File: src/core/pth_consts.vh
`ifndef PTH_CONSTS_VH
`define PTH_CONSTS_VH

// ****************************************
// System clock and frame rate
// ****************************************
`define PTH_CLK_MHZ 100
`define PTH_FRAME_HZ 8000

// ****************************************
// Bit clock rate select codes
// ****************************************
`define PTH_RATE_1M024 3'h0
`define PTH_RATE_1M536 3'h1
`define PTH_RATE_2M048 3'h2
`define PTH_RATE_3M072 3'h3
`define PTH_RATE_4M096 3'h4
`define PTH_RATE_6M144 3'h5
`define PTH_RATE_8M192 3'h6

// ****************************************
// Bit clock periods per 8 kHz frame
// ****************************************
`define PTH_BITS_1M024 11'h080
`define PTH_BITS_1M536 11'h0C0
`define PTH_BITS_2M048 11'h100
`define PTH_BITS_3M072 11'h180
`define PTH_BITS_4M096 11'h200
`define PTH_BITS_6M144 11'h300
`define PTH_BITS_8M192 11'h400

// ****************************************
// Field widths and reset values
// ****************************************
`define PTH_CLK_SLOT_W 3
`define PTH_TS_W 7
`define PTH_BYTE_LAST 3'h7
`define PTH_SPI_LAST 3'h7
`define PTH_BITPOS_RST 11'h000
`define PTH_BITPOS_MAX 11'h7FF
`define PTH_FIFO_DEPTH 8
`define PTH_FIFO_AW 3
`define PTH_FIFO_W 17

`endif

File: src/core/pth_host_port.v
`timescale 1ns/1ps
`default_nettype none
`include "pth_consts.vh"

// ****************************************
// Receive sample FIFO
// ****************************************
module pth_fifo #(
  parameter W  = `PTH_FIFO_W,
  parameter D  = `PTH_FIFO_DEPTH,
  parameter AW = `PTH_FIFO_AW
) (
  // Clock and reset
  input  wire         clk_i,
  input  wire         rst_b_i,
  // Fill side
  input  wire         in_valid_i,
  output reg          in_ready_o,
  input  wire [W-1:0] in_data_i,
  // Drain side
  output reg          out_valid_o,
  input  wire         out_ready_i,
  output wire [W-1:0] out_data_o
);
  reg  [W-1:0] mem [0:D-1];
  reg  [AW-1:0] wr;
  reg  [AW-1:0] rd;
  reg  [AW:0]   cnt;
  wire          push;
  wire          pop;
  wire [AW:0]   next_cnt;

  assign push = in_valid_i & in_ready_o;
  assign pop = out_valid_o & out_ready_i;
  assign next_cnt = cnt + {{AW{1'b0}}, push} - {{AW{1'b0}}, pop};
  assign out_data_o = mem[rd];

  always @(posedge clk_i) begin
    if (push) begin
      mem[wr] <= in_data_i;
    end
  end

  // Flags kept as flops so the drain side sees clean levels
  always @(posedge clk_i) begin
    if (!rst_b_i) begin
      wr <= {AW{1'b0}};
      rd <= {AW{1'b0}};
      cnt <= {(AW+1){1'b0}};
      in_ready_o <= 1'b0;
      out_valid_o <= 1'b0;
    end else begin
      if (push) begin
        wr <= (wr == D - 1) ? {AW{1'b0}} : wr + 1'b1;
      end
      if (pop) begin
        rd <= (rd == D - 1) ? {AW{1'b0}} : rd + 1'b1;
      end
      cnt <= next_cnt;
      in_ready_o <= (next_cnt != D);
      out_valid_o <= (next_cnt != {(AW+1){1'b0}});
    end
  end
endmodule

module pth_host_port (
  // Clock and reset
  input  wire                 clk_i,
  input  wire                 rst_b_i,
  // Mode strap and status
  input  wire                 mode_strap_i,
  input  wire                 status_pending_i,
  output reg                  pcm_mode_o,
  output reg                  host_int_b_o,
  // PCM highway pins
  input  wire                 pcm_bclk_i,
  input  wire                 frame_sync_pulse_i,
  input  wire                 pcm_rx_in_i,
  output reg                  pcm_tx_out_o,
  output reg                  pcm_tx_oe_o,
  // PCM configuration
  input  wire [2:0]           bclk_rate_i,
  input  wire                 linear_i,
  input  wire                 wideband_i,
  input  wire                 tx_neg_edge_i,
  input  wire [2:0]           tx_clk_slot_i,
  input  wire [2:0]           rx_clk_slot_i,
  input  wire [6:0]           tx_slot_ch0_i,
  input  wire [6:0]           tx_slot_ch1_i,
  input  wire [6:0]           rx_slot_ch0_i,
  input  wire [6:0]           rx_slot_ch1_i,
  // Transmit samples
  input  wire [15:0]          tx_sample_ch0_i,
  input  wire [15:0]          tx_sample_ch1_i,
  // Receive samples
  output wire                 rx_valid_o,
  input  wire                 rx_ready_i,
  output wire [15:0]          rx_data_o,
  output wire                 rx_chan_o,
  output reg                  rx_overrun_o,
  // SPI pins
  input  wire                 ctrl_serial_clock_i,
  input  wire                 ctrl_sel_b_i,
  input  wire                 ctrl_mosi_i,
  output reg                  ctrl_miso_o,
  output reg                  ctrl_miso_oe_o,
  // SPI user side
  output reg  [7:0]           ctrl_rx_byte_o,
  output reg                  ctrl_rx_valid_o,
  output reg                  ctrl_rx_is_cmd_o,
  input  wire [3:0]           ctrl_cmd_len_i,
  input  wire [7:0]           ctrl_tx_byte_i,
  output reg                  ctrl_tx_load_o
);
  // ****************************************
  // Pin synchronisers
  // ****************************************
  reg  [6:0]  sync1;
  reg  [6:0]  sync2;
  reg  [6:0]  sync3;
  reg         strap_seen;
  wire        bclk_rise;
  wire        bclk_fall;
  wire        fs_s;
  reg         fs_prev;
  wire        rxd_s;
  wire        sclk_rise;
  wire        sclk_fall;
  wire        sel_s;
  wire        sel_assert;
  wire        sel_release;
  wire        mosi_s;

  always @(posedge clk_i) begin
    if (!rst_b_i) begin
      // Strap path keeps running so its level is ready at release
      sync1 <= {mode_strap_i, 6'h3F};
      sync2 <= {sync1[6], 6'h3F};
      sync3 <= 7'h7F;
    end else begin
      sync1 <= {mode_strap_i, ctrl_mosi_i, ctrl_sel_b_i, ctrl_serial_clock_i,
                pcm_rx_in_i, frame_sync_pulse_i, pcm_bclk_i};
      sync2 <= sync1;
      sync3 <= sync2;
    end
  end

  assign bclk_rise = sync2[0] & ~sync3[0];
  assign bclk_fall = ~sync2[0] & sync3[0];
  assign fs_s = sync2[1];
  assign rxd_s = sync2[2];
  assign sclk_rise = sync2[3] & ~sync3[3];
  assign sclk_fall = ~sync2[3] & sync3[3];
  assign sel_s = ~sync2[4];
  assign sel_assert = ~sync2[4] & sync3[4];
  assign sel_release = sync2[4] & ~sync3[4];
  assign mosi_s = sync2[5];

  // ****************************************
  // Strap capture and interrupt
  // ****************************************
  // Strap caught once after release, never under reset itself
  always @(posedge clk_i) begin
    if (!rst_b_i) begin
      strap_seen <= 1'b0;
      pcm_mode_o <= 1'b0;
      host_int_b_o <= 1'b1;
    end else begin
      if (!strap_seen) begin
        strap_seen <= 1'b1;
        pcm_mode_o <= sync2[6];
      end
      host_int_b_o <= ~(status_pending_i & pcm_mode_o);
    end
  end

  // ****************************************
  // Slot grid
  // ****************************************
  reg  [10:0] bitpos;
  reg         framed;
  reg  [10:0] frame_bits;
  wire [10:0] next_bitpos;
  wire [7:0]  half_slots;
  wire [10:0] tx_base;
  wire [10:0] tx_pos;
  wire [10:0] rx_pos;

  always @* begin
    case (bclk_rate_i)
      `PTH_RATE_1M024: frame_bits = `PTH_BITS_1M024;
      `PTH_RATE_1M536: frame_bits = `PTH_BITS_1M536;
      `PTH_RATE_2M048: frame_bits = `PTH_BITS_2M048;
      `PTH_RATE_3M072: frame_bits = `PTH_BITS_3M072;
      `PTH_RATE_4M096: frame_bits = `PTH_BITS_4M096;
      `PTH_RATE_6M144: frame_bits = `PTH_BITS_6M144;
      default:         frame_bits = `PTH_BITS_8M192;
    endcase
  end

  assign half_slots = {1'b0, frame_bits[10:4]};
  // Saturate so a missing frame sync never wraps into a live slot
  assign next_bitpos = (fs_s & ~fs_prev) ? `PTH_BITPOS_RST :
                       (bitpos == `PTH_BITPOS_MAX) ? bitpos : bitpos + 11'h001;
  assign tx_base = tx_neg_edge_i ? next_bitpos : bitpos;
  assign tx_pos = tx_base - {8'h00, tx_clk_slot_i};
  assign rx_pos = bitpos - {8'h00, rx_clk_slot_i};

  always @(posedge clk_i) begin
    if (!rst_b_i) begin
      bitpos <= `PTH_BITPOS_MAX;
      framed <= 1'b0;
      fs_prev <= 1'b1;
    end else if (bclk_fall && pcm_mode_o) begin
      bitpos <= next_bitpos;
      // Sync level kept per falling edge; the pin moves on the rising one
      fs_prev <= fs_s;
      if (fs_s & ~fs_prev) begin
        framed <= 1'b1;
      end
    end
  end

  // Returns {hit, last byte of sample}; slot count caps channels
  function [1:0] slot_hit;
    input [7:0] slot;
    input [6:0] ts;
    input [7:0] half;
    input       lin;
    input       wb;
    reg   [7:0] rel;
    begin
      rel = slot - {1'b0, ts};
      if (wb && rel >= half) begin
        rel = rel - half;
      end
      if (lin || wb) begin
        slot_hit = {(rel <= 8'h01), (rel == 8'h01)};
      end else begin
        slot_hit = {(rel == 8'h00), 1'b1};
      end
    end
  endfunction

  wire [1:0] tx_hit0;
  wire [1:0] tx_hit1;
  wire [1:0] rx_hit0;
  wire [1:0] rx_hit1;
  wire [7:0] tx_byte;
  wire [2:0] tx_bit;
  wire       tx_evt;

  assign tx_hit0 = slot_hit(tx_pos[10:3], tx_slot_ch0_i, half_slots, linear_i, wideband_i);
  assign tx_hit1 = slot_hit(tx_pos[10:3], tx_slot_ch1_i, half_slots, linear_i, wideband_i);
  assign rx_hit0 = slot_hit(rx_pos[10:3], rx_slot_ch0_i, half_slots, linear_i, wideband_i);
  assign rx_hit1 = slot_hit(rx_pos[10:3], rx_slot_ch1_i, half_slots, linear_i, wideband_i);
  assign tx_byte = tx_hit0[1] ? (tx_hit0[0] ? tx_sample_ch0_i[7:0] : tx_sample_ch0_i[15:8])
                              : (tx_hit1[0] ? tx_sample_ch1_i[7:0] : tx_sample_ch1_i[15:8]);
  assign tx_bit = `PTH_BYTE_LAST - tx_pos[2:0];
  assign tx_evt = tx_neg_edge_i ? bclk_fall : bclk_rise;

  // ****************************************
  // Transmit drive
  // ****************************************
  always @(posedge clk_i) begin
    if (!rst_b_i) begin
      pcm_tx_out_o <= 1'b0;
      pcm_tx_oe_o <= 1'b0;
    end else if (!pcm_mode_o || !framed) begin
      pcm_tx_out_o <= 1'b0;
      pcm_tx_oe_o <= 1'b0;
    end else if (tx_evt) begin
      if (tx_hit0[1] || tx_hit1[1]) begin
        pcm_tx_out_o <= tx_byte[tx_bit];
        pcm_tx_oe_o <= 1'b1;
      end else begin
        pcm_tx_out_o <= 1'b0;
        pcm_tx_oe_o <= 1'b0;
      end
    end
  end

  // ****************************************
  // Receive capture
  // ****************************************
  reg  [7:0]  rx_shift;
  reg  [7:0]  rx_high;
  reg         push_v;
  reg  [16:0] push_d;
  wire        fifo_ready;
  wire [7:0]  rx_byte;
  wire        rx_ch;
  wire [1:0]  rx_hit;

  assign rx_byte = {rx_shift[6:0], rxd_s};
  assign rx_ch = ~rx_hit0[1];
  assign rx_hit = rx_hit0[1] ? rx_hit0 : rx_hit1;

  always @(posedge clk_i) begin
    if (!rst_b_i) begin
      rx_shift <= 8'h00;
      rx_high <= 8'h00;
      push_v <= 1'b0;
      push_d <= 17'h00000;
      rx_overrun_o <= 1'b0;
    end else begin
      rx_overrun_o <= 1'b0;
      if (push_v && fifo_ready) begin
        push_v <= 1'b0;
      end
      if (bclk_fall && pcm_mode_o && framed && rx_hit[1]) begin
        rx_shift <= rx_byte;
        if (rx_pos[2:0] == `PTH_BYTE_LAST) begin
          if (!rx_hit[0]) begin
            rx_high <= rx_byte;
          end else begin
            // A new sample wins over the clearing of push_v as the FIFO takes the old one
            push_v <= 1'b1;
            push_d <= {rx_ch, (linear_i | wideband_i) ? rx_high : 8'h00, rx_byte};
            rx_overrun_o <= push_v & ~fifo_ready;
          end
        end
      end
    end
  end

  pth_fifo #(
    .W  (`PTH_FIFO_W),
    .D  (`PTH_FIFO_DEPTH),
    .AW (`PTH_FIFO_AW)
  ) u_rx_fifo (
    .clk_i       (clk_i),
    .rst_b_i     (rst_b_i),
    .in_valid_i  (push_v),
    .in_ready_o  (fifo_ready),
    .in_data_i   (push_d),
    .out_valid_o (rx_valid_o),
    .out_ready_i (rx_ready_i),
    .out_data_o  ({rx_chan_o, rx_data_o})
  );

  // ****************************************
  // SPI control slave
  // ****************************************
  reg  [2:0]  spi_cnt;
  reg  [7:0]  spi_in;
  reg  [7:0]  spi_out;
  reg  [3:0]  bytes_left;
  reg         await_len;

  // Works for modes 0 and 3 alike: no edge is counted before a rise
  always @(posedge clk_i) begin
    if (!rst_b_i) begin
      spi_cnt <= 3'h0;
      spi_in <= 8'h00;
      spi_out <= 8'h00;
      bytes_left <= 4'h0;
      await_len <= 1'b0;
      ctrl_rx_byte_o <= 8'h00;
      ctrl_rx_valid_o <= 1'b0;
      ctrl_rx_is_cmd_o <= 1'b0;
      ctrl_tx_load_o <= 1'b0;
      ctrl_miso_o <= 1'b0;
      ctrl_miso_oe_o <= 1'b0;
    end else begin
      ctrl_rx_valid_o <= 1'b0;
      ctrl_tx_load_o <= 1'b0;
      ctrl_miso_oe_o <= sel_s & pcm_mode_o;
      ctrl_miso_o <= spi_out[7];
      if (await_len) begin
        await_len <= 1'b0;
        bytes_left <= ctrl_cmd_len_i;
      end
      if (!pcm_mode_o || sel_release) begin
        spi_cnt <= 3'h0;
      end else if (sel_assert) begin
        spi_cnt <= 3'h0;
        spi_out <= ctrl_tx_byte_i;
        ctrl_tx_load_o <= 1'b1;
      end else if (sel_s && sclk_rise) begin
        spi_in <= {spi_in[6:0], mosi_s};
        spi_cnt <= spi_cnt + 3'h1;
        if (spi_cnt == `PTH_SPI_LAST) begin
          ctrl_rx_byte_o <= {spi_in[6:0], mosi_s};
          ctrl_rx_valid_o <= 1'b1;
          // Data bytes survive a select release mid-command
          ctrl_rx_is_cmd_o <= (bytes_left == 4'h0);
          if (bytes_left == 4'h0) begin
            await_len <= 1'b1;
          end else begin
            bytes_left <= bytes_left - 4'h1;
          end
          spi_out <= ctrl_tx_byte_i;
          ctrl_tx_load_o <= 1'b1;
        end
      end else if (sel_s && sclk_fall && spi_cnt != 3'h0) begin
        spi_out <= {spi_out[6:0], 1'b0};
      end
    end
  end
endmodule

`default_nettype wire

File: config.mk
export PLATFORM = sky130hd
export DESIGN_NAME = pth_host_port
export DESIGN_NICKNAME = d
export VERILOG_FILES = /design/src/core/pth_host_port.v
export VERILOG_INCLUDE_DIRS = /design/src /design/src/core
export SDC_FILE = /design/constraint.sdc
export NUM_CORES = 1
export LEC_CHECK = 0
export BUFFER_PORTS_ARGS = -buffer_cell sky130_fd_sc_hd__buf_2
export CELL_PAD_IN_SITES_DETAIL_PLACEMENT = 1
export CELL_PAD_IN_SITES_GLOBAL_PLACEMENT = 1
export CORE_ASPECT_RATIO = 1.1
export CORE_UTILIZATION = 29
export DETAILED_ROUTE_END_ITERATION = 10
export GPL_TIMING_DRIVEN = 0
export PLACE_DENSITY_LB_ADDON = 0.1
export SYNTH_ARGS = -nofsm -noshare
export SYNTH_HDL_FRONTEND = slang
export SYNTH_SLANG_ARGS = --single-unit
File: constraint.sdc
create_clock -name clk_i -period 9.2 [get_ports clk_i]
set_input_delay 1.38 -clock clk_i [delete_from_list [all_inputs] [get_ports clk_i]]
set_output_delay 1.38 -clock clk_i [all_outputs]
set_load 0.1 [all_outputs]
==> flow_metrics.tcl <==
set metrics [dict create \
    required_ps 9630 \
    drc 0 \
    synth_top_area_cell "edfxtp_1" \
    filler_cell_count 5008 \
    finalCriticalPeriod_ps 8430 \
    synthTopCellsByArea "edfxtp_1, dfxtp_1, ha_1" \
    reg2reg_slack_ps 950 \
    cts_setup_buffers 0 \
    postSynthCellCount 1181 \
    ys_ff_latch 256 \
    finalCritPeriodShare_pct 91.7 \
    io_pins 131 \
    power_mw 2.84 \
    hold_start "sync1[6]$_DFF_P_" \
    max_stage_delay_ps 570 \
    drv_slew 0 \
    max_slew.worst_pin.slew_ps 1040 \
    layout.nets 1527 \
    netlist.area_leader.share_pct 30.8 \
    gp_congestion 0.768 \
    grt_pass1_wl_mm 57.8 \
    grt_pass1_vias 10300 \
    setup-violations-final 0 \
    finClkSkew_ps 20.3 \
    cts_tree "done" \
    cts_inserted_buffers 29 \
    die_area_sq_um 46600 \
    synth_commonest_cells "edfxtp_1, dfxtp_1, nand2_1" \
    pwr_density_cell_nw_per_um2 180 \
    cpMostUsedCell "a21oi_1" \
    grt_max_degree 16 \
    cts_root_buf "clkbuf_16" \
    synth_cell_type_count 84 \
    initial_core_util_pct 29.6 \
    yosysMostFrequentCell "edfxtp_1" \
    htree_levels 1 \
    synthArstFlopShare_pct 0 \
    synth_edf_count 136 \
    r2r_start "bitpos[1]$_SDFFE_PN1P_" \
    final_cell_count_no_fill 1958 \
    final_layout_size_suffix_gt1_share_pct 20.8 \
    hp-class "flop to flop" \
    max_cap_viol_count 0 \
    ys_warn_count 0 \
    n_antenna_cell 0 \
    viasPerCell 4.88 \
    dr_total_vias 9561 \
    maxSlewHeadroom_pct 30.3 \
    final-seq-area_sq_um 6490 \
    antenna_found_initial 0 \
    syn_area_per_cell_sq_um 11.2 \
    cpMaxStageDelayCell "mux4_2" \
    hold_viol 0 \
    wl_per_cell_microns 18.6 \
    tns_ps 0 \
    place_inst 1904 \
    critPathMaxFanout 10 \
    reg2reg_depth 31 \
    grt_util_all_layers_pct 16.0 \
    holdPathStages 0 \
    cp.arrival_ps 8870 \
    ant_nets 0 \
    gr-total-overflow 0 \
    core_area_sq_um 44800 \
    ir_drop_mv 0.138 \
    netlist_area_sq_um 13300 \
    clockBufferDepth 3 \
    finalWirelength_mm 36.3 \
    syn_nets 1354 \
    crit_type "primary input to flop" \
    ys_seq_area_share_pct 48.9 \
    synth_ff_type "edfxtp_1" \
    multi_input_area_sq_um 6310 \
    die_x_microns 206 \
    min_to "sync2[6]$_DFF_P_" \
    rsz0062_at_grt "false" \
    port_buffers 129 \
    insertion_delay_ps 560 \
    hold_buffers 0 \
    fp-row-count 81 \
    endpoint_kind "flop" \
    syn2layout_area_growth_pct 18.6 \
    status "completed" \
    drtIter0Drc 274 \
    timing.fmax_mhz 119 \
    clk_pin_slew_ps 60 \
    clock-sinks 256 \
    start_kind "primary input" \
    chipHeight_microns 226 \
    rr_endpoint "pcm_tx_out_o$_SDFFE_PP0P_" \
    firstDrtPassIters 4 \
    leakagePower_nw 5.95 \
    dp_hpwl_mm 28.0 \
]
cell families (layout without fill, tap and decap cells):
logic type	count (synthesis)	in the layout	synth area share, %
AOI/OAI and AO/OA	218	218	10.8
xor gates and xnor gates	49	49	3.23
adders and majority gates	78	78	7.97
buffers and inverters	124	320	3.88
DFF	256	256	48.9
muxes	111	111	12.1
and+or+nand+nor	345	345	13.1
routing by layer:
layer | track usage [%] | up-vias | routed length [microns]
met5 | 0 | - | 0
met4 | 3.06 | 0 | 569
met3 | 1.90 | 43 | 1030
met2 | 28.6 | 138 | 18300
met1 | 20.6 | 4709 | 16500
li1 | - | 4671 | -
worst max path at each step:
stage | slack (ps) | startpoint | endpoint | cells after the start
final | 770 | tx_neg_edge_i | pcm_tx_out_o$_SDFFE_PP0P_ | 31
after global routing | 150 | tx_neg_edge_i | pcm_tx_out_o$_SDFFE_PP0P_ | 31
after CTS | 250 | tx_neg_edge_i | pcm_tx_out_o$_SDFFE_PP0P_ | 31
after detailed placement | -300 | tx_neg_edge_i | pcm_tx_out_o$_SDFFE_PP0P_ | 31
after global placement | -230 | tx_neg_edge_i | pcm_tx_out_o$_SDFFE_PP0P_ | 31
after floorplan | 1530 | tx_neg_edge_i | pcm_tx_out_o$_SDFFE_PP0P_ | 31
layout make-up:
| type | count | share of cell area, % |
|---|---|---|
| multi-input cells | 801 | 40.1 |
| flip-flops and latches | 256 | 41.2 |
| well taps | 581 | 4.62 |
| plain buffers | 48 | 1.48 |
| clock inverters | 18 | 0.811 |
| inverters | 76 | 1.81 |
| clock buffers | 36 | 4.97 |
| repair buffers | 142 | 5.03 |
cell usage in the layout, fill, tap and decap left out, drive strengths merged, types with 34 or more instances in the layout:
cell	instances
inv	76
clkbuf	62
ha	67
mux4	37
dfxtp	120
edfxtp	136
mux2i	50
nand2	105
nand2b	34
a21oi	63
nor2	74
xnor2	36
buf	164
o21ai	45
worst max-delay path: cells and delay by family:
family | cells | cell delay [ps]
simple gates | 7 | 2000
xor+xnor | 1 | 400
mux | 3 | 880
compound gates | 12 | 2060
fa+ha+maj | 4 | 1280
buf+inv | 4 | 850
registers in the layout, summed over array words and instances (netlist names), 4 cells and up, named ones only:
name            flops
ctrl_rx_byte_o      8
spi_out             8
bytes_left          4
u_rx_fifo.mem     136
sync2               7
u_rx_fifo.cnt       4
rx_high             8
rx_shift            7
sync1               7
push_d             17
bitpos             11
spi_in              7
through the flow:
stage / cell area [sq um] / worst slack, ps / hold slack, ps / util (%)
final: 15700 / 768 / 329 / 35.1
after global routing: 15700 / 150 / 332 / 35.1
after CTS: 15700 / 254 / 332 / 35.1
after detailed placement: 14800 / -302 / 319 / 33.1
after global placement: 14600 / -230 / 316 / 32.7
after floorplan: 13300 / 1530 / 310 / -
power breakdown:
part / total (mW) / switching, mW / internal, mW
sequential: 1.22 / 0.00918 / 1.21
clock: 1.10 / 0.465 / 0.631
combinational: 0.524 / 0.302 / 0.222
total: 2.84 / 0.777 / 2.06
timing repair:
item,CTS,global route
hold endpoints to repair,0,0
endpoints found under the setup margin,0,1
gates resized for setup,0,3
No activity file was read; power rests on OpenSTA's default activity.
